===== config.mk =====
export PLATFORM = sky130hd
export DESIGN_NAME = bdma_core
export DESIGN_NICKNAME = d
export VERILOG_FILES = /design/src/bdma_pkg.sv /design/src/bdma_core.sv /design/src/bdma_ram.sv
export SDC_FILE = /design/constraint.sdc
export NUM_CORES = 1
export LEC_CHECK = 0
export ABC_AREA = 1
export CAP_MARGIN = 20
export CORE_MARGIN = 2
export CORE_UTILIZATION = 32
export CTS_CLUSTER_SIZE = 24
export DETAILED_ROUTE_END_ITERATION = 8
export DONT_BUFFER_PORTS = 1
export MAX_ROUTING_LAYER = met4
export SYNTH_ARGS = -nofsm -noshare
export SYNTH_HDL_FRONTEND = slang
export SYNTH_HIERARCHICAL = 1
export SYNTH_SLANG_ARGS = --single-unit

===== constraint.sdc =====
create_clock -name clk -period 4.8 [get_ports clk]
set_input_delay 0.96 -clock clk [delete_from_list [all_inputs] [get_ports clk]]
set_output_delay 0.96 -clock clk [all_outputs]
set_load 0.02 [all_outputs]

===== src/bdma_pkg.sv =====
// Constants and carrier types for the banked data memory addressing block.
// Assumes a single 25 MHz system clock domain shared with the processor core.
//
// Behaviour
// - 64 bytes of general RAM at 40H to 7FH of bank 0, read and write.
// - Bit set and clear on RAM change only the addressed bit.
// - Reads of unimplemented special-function locations return 00H.
// - Special area 00H to 3FH maps alike in both banks, core at 00H-06H.
// - Protected special registers are read only; writes leave them unchanged.
// - Indirect ports touch no register; access goes to the pointer's location.
// - Pair 0 always reaches bank 0; pair 1 reaches the selected bank.
// - Indirect access aimed at an indirect port reads 00H, writes nothing.
// - Both pointers are real registers: read, write, increment, bit operations; no increment op here, ALU results go only to the result holder.
// - Direct addressing always reaches bank 0 whatever the bank selector holds.
// - Bank selector holds one writable bit 0; bits 7 to 1 read zero.
// - Every reset clears the bank selector, except watchdog reset in power down.
// - ALU results land in the result holder; no register-to-register moves.
// - Writing program counter low replaces only the low 8 counter bits.
// - Such a jump inserts one dummy instruction cycle.
// - The EEPROM control register at 40H exists only in bank 1.
package bdma_pkg;

	localparam int          BDMA_AW          = 8;
	localparam int          BDMA_DW          = 8;
	localparam int          BDMA_PCW         = 11;
	localparam int          BDMA_RAM_DEPTH   = 64;

	localparam logic [7:0]  BDMA_ADR_PORT0   = 8'h00;
	localparam logic [7:0]  BDMA_ADR_PTR0    = 8'h01;
	localparam logic [7:0]  BDMA_ADR_PORT1   = 8'h02;
	localparam logic [7:0]  BDMA_ADR_PTR1    = 8'h03;
	localparam logic [7:0]  BDMA_ADR_BANK    = 8'h04;
	localparam logic [7:0]  BDMA_ADR_RESULT  = 8'h05;
	localparam logic [7:0]  BDMA_ADR_PCL     = 8'h06;
	localparam logic [7:0]  BDMA_ADR_SFR_END = 8'h3f;
	localparam logic [7:0]  BDMA_ADR_RAM_LO  = 8'h40;
	localparam logic [7:0]  BDMA_ADR_RAM_HI  = 8'h7f;
	localparam logic [7:0]  BDMA_ADR_EECTL   = 8'h40;

	localparam int          BDMA_BANK_BIT    = 0;
	localparam logic [7:0]  BDMA_BANK_RST    = 8'h00;
	localparam logic [7:0]  BDMA_ZERO        = 8'h00;
	localparam logic [7:0]  BDMA_PTR_RST     = 8'h00;
	localparam logic [7:0]  BDMA_RESULT_RST  = 8'h00;
	localparam logic [10:0] BDMA_PC_RST      = 11'h000;
	localparam logic [3:0]  BDMA_EECTL_MASK  = 4'hf;
	localparam int          BDMA_DUMMY_CYC   = 1;

	// Operation the core asks for on one data memory location
	typedef enum logic [5:0] {
		BDMA_OP_NONE  = 6'b00_0001,
		BDMA_OP_READ  = 6'b00_0010,
		BDMA_OP_WRITE = 6'b00_0100,
		BDMA_OP_BSET  = 6'b00_1000,
		BDMA_OP_BCLR  = 6'b01_0000,
		BDMA_OP_ALU   = 6'b10_0000
	} bdma_op_t;

	typedef struct packed {
		bdma_op_t           op;
		logic [7:0]         addr;
		logic [7:0]         wdata;
		logic [2:0]         bit_sel;
		logic               to_result;
	} bdma_req_t;

	typedef struct packed {
		logic               valid;
		logic [7:0]         rdata;
	} bdma_rsp_t;

	typedef enum logic [1:0] {
		BDMA_PC_RUN   = 2'b01,
		BDMA_PC_DUMMY = 2'b10
	} bdma_pc_state_t;

endpackage : bdma_pkg


===== src/bdma_core.sv =====
// Data memory addressing: RAM, core special registers and indirect pairs.
// Assumes the core issues at most one request per cycle and holds off
// while pc_stall is high. Peripheral registers answer on periph_rdata.
// Writes to other special addresses are not forwarded from here.
`timescale 1ns/1ps

module bdma_core
	import bdma_pkg::*;
(
	input  wire logic            clk,
	input  wire logic            sys_rst,
	input  wire logic            wdt_pd_rst,
	input  wire bdma_req_t       req,
	input  wire logic [7:0]      alu_result,
	input  wire logic [2:0]      pc_high,
	input  wire logic            pc_advance,
	input  wire logic [7:0]      periph_rdata,
	input  wire logic            periph_hit,
	output bdma_rsp_t            rsp,
	output logic      [7:0]      bank_select,
	output logic      [7:0]      result_holder,
	output logic      [10:0]     pc_jump_target,
	output logic                 pc_jump,
	output logic                 pc_stall,
	output logic      [3:0]      eeprom_control
);

	// ---------------------------------------------------------------
	// Registers
	// ---------------------------------------------------------------
	logic [7:0]     ptr0_reg;
	logic [7:0]     ptr1_reg;
	logic           bank_reg;
	logic [7:0]     result_reg;
	logic [7:0]     pcl_reg;
	logic [3:0]     eectl_reg;
	bdma_pc_state_t pc_state_reg;
	bdma_rsp_t      rsp_reg;
	logic           jump_reg;
	logic [10:0]    target_reg;

	// ---------------------------------------------------------------
	// Address resolution
	// ---------------------------------------------------------------
	logic           is_port0;
	logic           is_port1;
	logic           indirect;
	logic [7:0]     eff_addr;
	logic           eff_bank;
	logic           acc_live;
	logic           is_rd;
	logic           is_wr;
	logic           is_bit;

	// Requests in the dummy cycle are dropped, not delayed: the core
	// must not issue one there, as nothing here holds it for later.
	always_comb begin
		is_port0 = (req.addr == BDMA_ADR_PORT0);
		is_port1 = (req.addr == BDMA_ADR_PORT1);
		indirect = is_port0 | is_port1;
		acc_live = (req.op != BDMA_OP_NONE) && !pc_stall;
		if (is_port0) begin
			eff_addr = ptr0_reg;
			eff_bank = 1'b0;
		end else if (is_port1) begin
			eff_addr = ptr1_reg;
			eff_bank = bank_reg;
		end else begin
			eff_addr = req.addr;
			eff_bank = 1'b0;
		end
		is_rd  = acc_live && (req.op == BDMA_OP_READ);
		is_wr  = acc_live && (req.op == BDMA_OP_WRITE);
		is_bit = acc_live && ((req.op == BDMA_OP_BSET) || (req.op == BDMA_OP_BCLR));
	end

	// Pointer naming a port again is a dead end: reads 00H, writes drop
	logic nested;
	logic in_sfr;
	logic in_ram;
	logic in_eectl;

	always_comb begin
		nested   = indirect && ((eff_addr == BDMA_ADR_PORT0) || (eff_addr == BDMA_ADR_PORT1));
		in_sfr   = !nested && (eff_addr <= BDMA_ADR_SFR_END);
		in_ram   = !eff_bank && (eff_addr >= BDMA_ADR_RAM_LO) && (eff_addr <= BDMA_ADR_RAM_HI);
		in_eectl = eff_bank && (eff_addr == BDMA_ADR_EECTL);
	end

	// ---------------------------------------------------------------
	// Current value of the addressed location
	// ---------------------------------------------------------------
	logic [7:0] ram_rdata;
	logic [7:0] cur;

	always_comb begin
		cur = BDMA_ZERO;
		if (in_sfr) begin
			case (eff_addr)
				BDMA_ADR_PTR0:   cur = ptr0_reg;
				BDMA_ADR_PTR1:   cur = ptr1_reg;
				BDMA_ADR_BANK:   cur = {7'h00, bank_reg};
				BDMA_ADR_RESULT: cur = result_reg;
				BDMA_ADR_PCL:    cur = pcl_reg;
				default:         cur = periph_hit ? periph_rdata : BDMA_ZERO;
			endcase
		end else if (in_ram) begin
			cur = ram_rdata;
		end else if (in_eectl) begin
			cur = {4'h0, eectl_reg};
		end
	end

	// Bit operations merge into the current byte
	logic [7:0] bit_mask;
	logic [7:0] new_val;
	logic       do_store;

	always_comb begin
		bit_mask = 8'h01 << req.bit_sel;
		if (req.op == BDMA_OP_BSET) begin
			new_val = cur | bit_mask;
		end else if (req.op == BDMA_OP_BCLR) begin
			new_val = cur & ~bit_mask;
		end else begin
			new_val = req.wdata;
		end
		// Results aimed at the holder never land in the location too
		do_store = (is_wr || is_bit) && !req.to_result && !nested;
	end

	// ---------------------------------------------------------------
	// Special register write strobes
	// ---------------------------------------------------------------
	// Only the core registers live here. Every other special address,
	// protected ones included, takes no write from this block.
	logic           ptr0_we;
	logic           ptr1_we;
	logic           bank_we;
	logic           result_we;

	always_comb begin
		ptr0_we   = 1'b0;
		ptr1_we   = 1'b0;
		bank_we   = 1'b0;
		result_we = 1'b0;
		if (do_store && in_sfr) begin
			case (eff_addr)
				BDMA_ADR_PTR0:   ptr0_we   = 1'b1;
				BDMA_ADR_PTR1:   ptr1_we   = 1'b1;
				BDMA_ADR_BANK:   bank_we   = 1'b1;
				BDMA_ADR_RESULT: result_we = 1'b1;
				default:         result_we = 1'b0;
			endcase
		end
	end

	// ---------------------------------------------------------------
	// General purpose RAM
	// ---------------------------------------------------------------
	// No reset on the array: contents after power up are unknown
	bdma_ram #(
		.DEPTH (BDMA_RAM_DEPTH),
		.AW    (6)
	) u_ram (
		.clk   (clk),
		.wr_en (do_store && in_ram),
		.addr  (eff_addr[5:0]),
		.wdata (new_val),
		.rdata (ram_rdata)
	);

	// ---------------------------------------------------------------
	// Memory pointers
	// ---------------------------------------------------------------
	always_ff @(posedge clk or posedge sys_rst) begin
		if (sys_rst) begin
			ptr0_reg <= BDMA_PTR_RST;
			ptr1_reg <= BDMA_PTR_RST;
		end else begin
			if (ptr0_we) begin
				ptr0_reg <= new_val;
			end
			if (ptr1_we) begin
				ptr1_reg <= new_val;
			end
		end
	end

	// ---------------------------------------------------------------
	// Bank selector
	// ---------------------------------------------------------------
	// Watchdog wake from power down keeps the bank, so that reset is
	// synchronous here and simply leaves the bit alone.
	always_ff @(posedge clk or posedge sys_rst) begin
		if (sys_rst) begin
			bank_reg <= BDMA_BANK_RST[BDMA_BANK_BIT];
		end else if (wdt_pd_rst) begin
			bank_reg <= bank_reg;
		end else if (bank_we) begin
			bank_reg <= new_val[BDMA_BANK_BIT];
		end
	end

	// ---------------------------------------------------------------
	// Result holder
	// ---------------------------------------------------------------
	// ALU result first, then redirected results, then a plain write
	always_ff @(posedge clk or posedge sys_rst) begin
		if (sys_rst) begin
			result_reg <= BDMA_RESULT_RST;
		end else if (acc_live && (req.op == BDMA_OP_ALU)) begin
			result_reg <= alu_result;
		end else if ((is_wr || is_bit) && req.to_result) begin
			result_reg <= new_val;
		end else if (is_rd && req.to_result) begin
			result_reg <= cur;
		end else if (result_we) begin
			result_reg <= new_val;
		end
	end

	// ---------------------------------------------------------------
	// EEPROM control, bank 1 only
	// ---------------------------------------------------------------
	// Only the low four control bits exist; the rest read as zero
	always_ff @(posedge clk or posedge sys_rst) begin
		if (sys_rst) begin
			eectl_reg <= 4'h0;
		end else if (do_store && in_eectl) begin
			eectl_reg <= new_val[3:0] & BDMA_EECTL_MASK;
		end
	end

	// ---------------------------------------------------------------
	// Program counter low and in-page jump
	// ---------------------------------------------------------------
	logic pcl_write;

	always_comb begin
		pcl_write = do_store && in_sfr && (eff_addr == BDMA_ADR_PCL);
	end

	// Software write beats the core's own step in the same cycle
	logic [7:0] pcl_next;

	always_comb begin
		pcl_next = pcl_reg;
		if (pcl_write) begin
			pcl_next = new_val;
		end else if (pc_advance && !pc_stall) begin
			pcl_next = pcl_reg + 8'h01;
		end
	end

	always_ff @(posedge clk or posedge sys_rst) begin
		if (sys_rst) begin
			pcl_reg <= BDMA_PC_RST[7:0];
		end else begin
			pcl_reg <= pcl_next;
		end
	end

	// Target keeps the page bits, so the jump never leaves the page
	always_ff @(posedge clk or posedge sys_rst) begin
		if (sys_rst) begin
			jump_reg   <= 1'b0;
			target_reg <= BDMA_PC_RST;
		end else begin
			jump_reg <= pcl_write;
			if (pcl_write) begin
				target_reg <= {pc_high, new_val};
			end
		end
	end

	// One dummy cycle follows each jump through program counter low
	always_ff @(posedge clk or posedge sys_rst) begin
		if (sys_rst) begin
			pc_state_reg <= BDMA_PC_RUN;
		end else begin
			case (pc_state_reg)
				BDMA_PC_RUN: begin
					if (pcl_write) begin
						pc_state_reg <= BDMA_PC_DUMMY;
					end
				end
				BDMA_PC_DUMMY: begin
					pc_state_reg <= BDMA_PC_RUN;
				end
				default: begin
					pc_state_reg <= BDMA_PC_RUN;
				end
			endcase
		end
	end

	// ---------------------------------------------------------------
	// Read answer
	// ---------------------------------------------------------------
	logic [7:0] rd_data;

	always_comb begin
		rd_data = cur;
		if (nested) begin
			rd_data = BDMA_ZERO;
		end
	end

	always_ff @(posedge clk or posedge sys_rst) begin
		if (sys_rst) begin
			rsp_reg <= '0;
		end else begin
			rsp_reg.valid <= is_rd;
			if (is_rd) begin
				rsp_reg.rdata <= rd_data;
			end
		end
	end

	// ---------------------------------------------------------------
	// Dummy cycle flag
	// ---------------------------------------------------------------
	// Own flop so the stall output carries no decode into the core
	logic stall_reg;

	always_ff @(posedge clk or posedge sys_rst) begin
		if (sys_rst) begin
			stall_reg <= 1'b0;
		end else begin
			stall_reg <= pcl_write && (pc_state_reg == BDMA_PC_RUN);
		end
	end

	// ---------------------------------------------------------------
	// Outputs
	// ---------------------------------------------------------------
	assign rsp            = rsp_reg;
	assign bank_select    = {7'h00, bank_reg};
	assign result_holder  = result_reg;
	assign pc_jump_target = target_reg;
	assign pc_jump        = jump_reg;
	assign pc_stall       = stall_reg;
	assign eeprom_control = eectl_reg;

endmodule // bdma_core


===== src/bdma_ram.sv =====
// General purpose RAM array with synchronous whole-byte writes and combinational read.
// Assumes the caller resolves addressing and bit merges before writing.
`timescale 1ns/1ps

module bdma_ram
	import bdma_pkg::*;
#(
	parameter int DEPTH = BDMA_RAM_DEPTH,
	parameter int AW    = 6
) (
	input  wire logic          clk,
	input  wire logic          wr_en,
	input  wire logic [AW-1:0] addr,
	input  wire logic [7:0]    wdata,
	output logic      [7:0]    rdata
);

	logic [7:0] mem [DEPTH];

	always_ff @(posedge clk) begin
		if (wr_en) begin
			mem[addr] <= wdata;
		end
	end

	// Read-through so bit operations see the current byte
	always_comb begin
		rdata = mem[addr];
	end

endmodule // bdma_ram

==> results.md, run 1 <==
- Die area: between 0.08 and 0.09 sq mm
- CTS Sinks: 573
- Hold Crit Depth: 2
- Post-Syn Area per Cell: around 9.4 sq um
- Outcome: completed
- Vias per cell: 4.716
- Pin count of the biggest net entering global routing: 97
- Reg2Reg Depth: 19
- Total Power: 11.17 mW
- GP Congestion: approximately 0.95
- Layout cell share with drive strength beyond 1: 0.09187
- Largest delay share family, worst path: simple AND/OR/NAND/NOR gates
- Critical Path RT: 5.13 ns
- Fin crit share: 0.8069
- Post-synth EDFFs: just over 500
- Most frequent cells in the layout: nand2_1, edfxtp_1, nor2_1
- WHS: 0.4491 ns
- Post-Syn Instances: around 2800
- Final Critical Period: between 3 and 4 ns
- Sequential share of the synthesized area: 0.6479
- Top cells by area, synth: edfxtp_1, nand2_1, dfrtp_1
- HP Class: input port to flip-flop
- DPL Wire Length: 43.23 mm
- Post-cts sizing count: 0
- Hold Vio Cnt, Final: 0
- Finished Layout Cells: 3901
- Max_cap viols: 0
- Dpl cells: 3788
- First-pass GRT wire length: 104.2 mm
- CTS tree: yes
- P_leak: 12.64 nW
- Drc violations: 0
- Setup CP Type: input port to flip-flop
- Via count: 18397
- Post-layout utilization of the core: 0.3667
- Top cell type by total area after synthesis: edfxtp_1
- Area grow syn2layout: 13.41%
- Most frequent CP cell: nand2_1
- Synth Register Bits: 573
- GRT Total Usage: 0.1667
- Final #Nets: around 2800
- Worst EP arrival: roughly 4.2 ns
- Root buf cell: clkbuf_16
- Final WL: 68.74 mm
- Worst Max-Slew Pin Slew: approximately 1.1 ns
- Die Y-Extent: 289.5 microns
- IO Port Bufs: 0
- Final worst slack: 0.9268 ns
- Synth unique cells: 43
- Post-place setup slack: 0.3567 ns
- Flop2flop setup slack: 1.13 ns
- Worst setup SP type: input port
- Ys flop type: edfxtp_1
- Final instance area: 0.02959 sq mm
- Critical path capture point type: flip-flop
- Area occupied by registers: 0.01690 sq mm
- Core Region: 0.08068 sq mm
- HP Start: pc_high[2]
- Max reg flops: 512
- Fillers: 8081
- Reg clk slew, reported paths: 0.06 ns
- Fmax: roughly 260 MHz
- Clock Skews: ~0.033 ns
- Synth Cell Area: roughly 0.026 sq mm
- I/O pin total: 92
- Drt wl/cell: ~18 microns
- Placed Area: 0.02756 sq mm
- Antenna cells: 0
- Worst R2R End: ptr0_reg[1]
- Hold worst-path end: pc_jump_target[10]
- Worst reg2reg startpoint: ptr0_reg[3]
- Commonest non-fill, non-tap cell in the layout: nand2_1
- CP max stage cell: nor2_1
- Crit path buffers/inverters: 5
- CTS buffer count: 61
- Setup TNS Final: 0 ns
- Area occupied by multi-input gates: a little over 0.008 sq mm
- Rows: about 100
- Skew-Pair Late Insertion Delay: ~0.64 ns
- Syn. warnings: 6
- CTS max path bufs: 3
- Post-DRT Antenna Nets: 0
- Drt first pass iters: 5
- GRT Residual Overflow: 0
- First-iteration detailed-routing DRC count: 1751
- Slew HR: 0.2646
- PwrDens: approximately 380 mW/mm^2
- CTS Hold Bufs: 0
- Post-synth ARST share: 0.1065
- Initial antenna violation count: 0
- Die W: 289.5 microns
- Final setup viols: 0
- Vias in the first global route: 17380
- Max FO, Critical Path: 67
- Starting Density: 0.3234
- Worst VDD drop: 0.0002453 V
- RSZ-0062 raised after global routing: no
- Post-CTS Setup Inserts: 0
- Max Slew Vio Count: 0
- Slowest stage delay, CP: 0.25 ns
- CTS H-tree depth: 2
- Yosys top cell area share: 0.5893
-- worst max-delay path by stage --
| stage | startpoint | to | slack, ns | cells past startpoint |
|---|---|---|---|---|
| after floorplan | req[16] | u_ram/mem[0][1] | 0.79 | 24 |
| after global placement | req[19] | u_ram/mem[60][7] | 0.36 | 25 |
| after detailed placement | req[19] | u_ram/mem[50][7] | 0.36 | 25 |
| after CTS | req[16] | eeprom_control[3] | 1.02 | 27 |
| after global routing | req[19] | eeprom_control[3] | 0.71 | 26 |
| final | req[19] | u_ram/mem[59][7] | 0.93 | 25 |
-- report_power, final --
group	switching, mW	leakage (nW)	total, mW	internal, mW
combinational	0.577	6.26	0.805	0.228
clock	1.97	0.985	4.76	2.79
sequential	0.0988	5.39	5.60	5.50
total	2.65	12.6	11.2	8.52
-- per-layer routing --
metal	track usage	part of all wire	vias up
li1	-	-	8960
met3	0.02512	0.063	132
met5	-	0	-
met4	0.05551	0.032	0
met2	0.2604	0.47	562
met1	0.2227	0.44	8743
-- cell families after synthesis --
| group | Yosys count | synth area share |
|---|---|---|
| DFF | 573 | 0.6479 |
| xor gates and xnor gates | 5 | 0.001679 |
| AOI/OAI and AO/OA | 69 | 0.01492 |
| other | 1 | 0.0001437 |
| buffers and inverters | 233 | 0.04412 |
| and+or+nand+nor | 1889 | 0.2903 |
| muxes | 1 | 0.0004316 |
| adders and majority gates | 1 | 0.0004795 |
-- final cells by class --
class	count	area share
well taps	1060	0.04482
multi-input cells	1972	0.2734
repair buffers	70	0.02749
inverters	113	0.01459
clock buffers	71	0.05358
flip-flops and latches	573	0.5713
clock inverters	42	0.01484
-- cell usage after synthesis (18+ instances only) --
| cell type | n |
|---|---|
| a21oi_1 | 20 |
| buf_2 | 53 |
| buf_6 | 20 |
| clkbuf_1 | 27 |
| dfrtp_1 | 60 |
| edfxtp_1 | 512 |
| inv_1 | 90 |
| inv_2 | 21 |
| nand2_1 | 1584 |
| nand2_2 | 18 |
| nand3_1 | 78 |
| nor2_1 | 132 |
| o21ai_0 | 20 |
Note: power is estimated with default switching activity, not from simulation.
==> inputs of run 2 (changes only) <==
- clock period: 4.8 -> 4 ns (I/O delays scaled with it)
==> run 2 against run 1 <==
Against the previous run:
- highest routed layer unchanged
- die area is the same
- largest power group unchanged
- global-route usage grew 0.44 points
- clock power grew 19%
==> results.md, run 2 (same netlist as run 1, synthesis figures left out) <==
- Post-DRT Antenna Nets: 0
- Core Region: 0.08068 sq mm
- CTS Hold Bufs: 0
- RSZ-0062 raised after global routing: no
- Worst VDD drop: 0.0003232 V
- Max reg flops: 512
- Rows: 104
- HP Class: input port to asynchronous set/reset pin
- Antenna cells: 0
- CP max stage cell: buf_12
- Vias in the first global route: roughly 18000
- Critical path capture point type: flip-flop
- Post-place setup slack: -0.05527 ns
- Worst Max-Slew Pin Slew: 0.9473 ns
- Area grow syn2layout: 16.76%
- NetSw: 3.197 mW
- Die area: 0.08383 sq mm
- CTS H-tree depth: 2
- Vias per cell: roughly 4.7
- P_leak: 13.21 nW
- Drt first pass iters: 7
- Placed Area: about 0.028 sq mm
- DPL Wire Length: 45.62 mm
- Starting Density: 0.3234
- GP Congestion: roughly 0.92
- Max FO, Critical Path: 64
- Skew-Pair Late Insertion Delay: between 0.6 and 0.7 ns
- Slowest stage delay, CP: 0.31 ns
- Clock Skews: between 0.02 and 0.03 ns
- IO Port Bufs: 0
- Final #Nets: 2934
- Drt wl/cell: 17.53 microns
- Fin crit share: 0.8598
- Final worst slack: ~0.56 ns
- Post-cts sizing count: 0
- Gate power share: 0.075
- Setup TNS Final: 0 ns
- Root buf cell: clkbuf_16
- Outcome: completed
- Reg2Reg Depth: 23
- First-iteration detailed-routing DRC count: 1720
- CTS tree: yes
- Switching Fraction: 0.2385
- Slew HR: 0.3650
- Final Critical Period: 3.439 ns
- Int Power: 10.21 mW
- Dpl cells: 3880
- Sequential power share: 0.502
- Most frequent CP cell: nand2_1
- CTS Sinks: 573
- GRT Residual Overflow: 0
- CTS buffer count: slightly above 60
- Hold Vio Cnt, Final: 0
- GRT Total Usage: 0.1711
- Worst EP arrival: 3.99 ns
- Initial antenna violation count: 0
- Worst setup SP type: input port
- Max_cap viols: 0
- Via count: 18834
- CTS max path bufs: 3
- Critical Path RT: 4.55 ns
- Max Slew Vio Count: 0
- I/O pin total: 92
- Most frequent cells in the layout: nand2_1, edfxtp_1, nor2_1
- Die Y-Extent: 289.5 microns
- Finished Layout Cells: 3995
- Share of total power in the clock network: 0.423
- First-pass GRT wire length: ~110 mm
- Drc violations: 0
- Die W: 289.5 microns
- Reg clk slew, reported paths: 0.06 ns
- Post-CTS Setup Inserts: 0
- Flop2flop setup slack: 0.65 ns
- Final setup viols: 0
- WHS: about 0.22 ns
- Pin count of the biggest net entering global routing: 69
- PwrDens: 440.1 mW/mm^2
- Commonest non-fill, non-tap cell in the layout: nand2_1
- Fmax: 290.8 MHz
- Final WL: 70.02 mm
- Layout cell share with drive strength beyond 1: 0.1203
- Setup CP Type: input port to flip-flop
- Final instance area: ~0.030 sq mm
-- run 2: cell types whose count changed in the layout (fill, tap and decap cells not counted), sizes merged --
cell      previous run  this run
buf                 70       162
clkinv              28        27
clkbuf              71        79
inv                114       117
bufinv               8         5
clkinvlp             5         0
-- run 2: area by class of cell --
type                            instances  area (sq um)
Inverter                              113         431.7
Clock buffer                           79          1685
Multi-Input combinational cell       1972          8090
Timing Repair Buffer                  162          1692
Fill cell                            7941         50220
Sequential cell                       573         16900
Tap cell                             1060          1326
Clock inverter                         36         332.8
-- run 2: through the flow --
step             util  power [mW]
5_1_grt        0.3776       13.89
2_1_floorplan       -       7.462
4_1_cts        0.3776       13.53
6_report       0.3776       13.40
3_3_place_gp   0.3525       7.852
3_5_place_dp   0.3525       7.862
-- run 2: final timing paths --
| path | start | endpoint |
|---|---|---|
| min in group clk | pc_high[2] | pc_jump_target[10] |
| hold reg to reg | pc_state_reg[1] | pc_stall |
| max in group asynchronous | sys_rst | pc_state_reg[0] |
| setup / recovery | req[12] | pcl_reg[5] |
| hold / removal | sys_rst | result_holder[5] |
| setup reg to reg | ptr1_reg[0] | pcl_reg[5] |
-- run 2: per-layer routing --
layer	routed length (microns)	GRT usage
met5	0	-
met4	2080	0.05231
met3	3360	0.02300
met2	32770	0.2671
met1	31800	0.2323
-- run 2: worst max-delay path, delay by kind of cell --
kind / cells / cell delay, ns
AND/OR/NAND/NOR: 21 / 2.10
buffers and inverters: 4 / 0.91
AO/OA/AOI/OAI: 1 / 0.09
-- run 2: power groups by stage --
stage	clock (mW)	sequential, mW	combinational, mW
2_1_floorplan	0	6.82	0.639
3_3_place_gp	0	6.85	1.01
3_5_place_dp	0	6.85	1.01
4_1_cts	5.78	6.72	1.02
5_1_grt	6.03	6.73	1.12
6_report	5.67	6.72	1.01
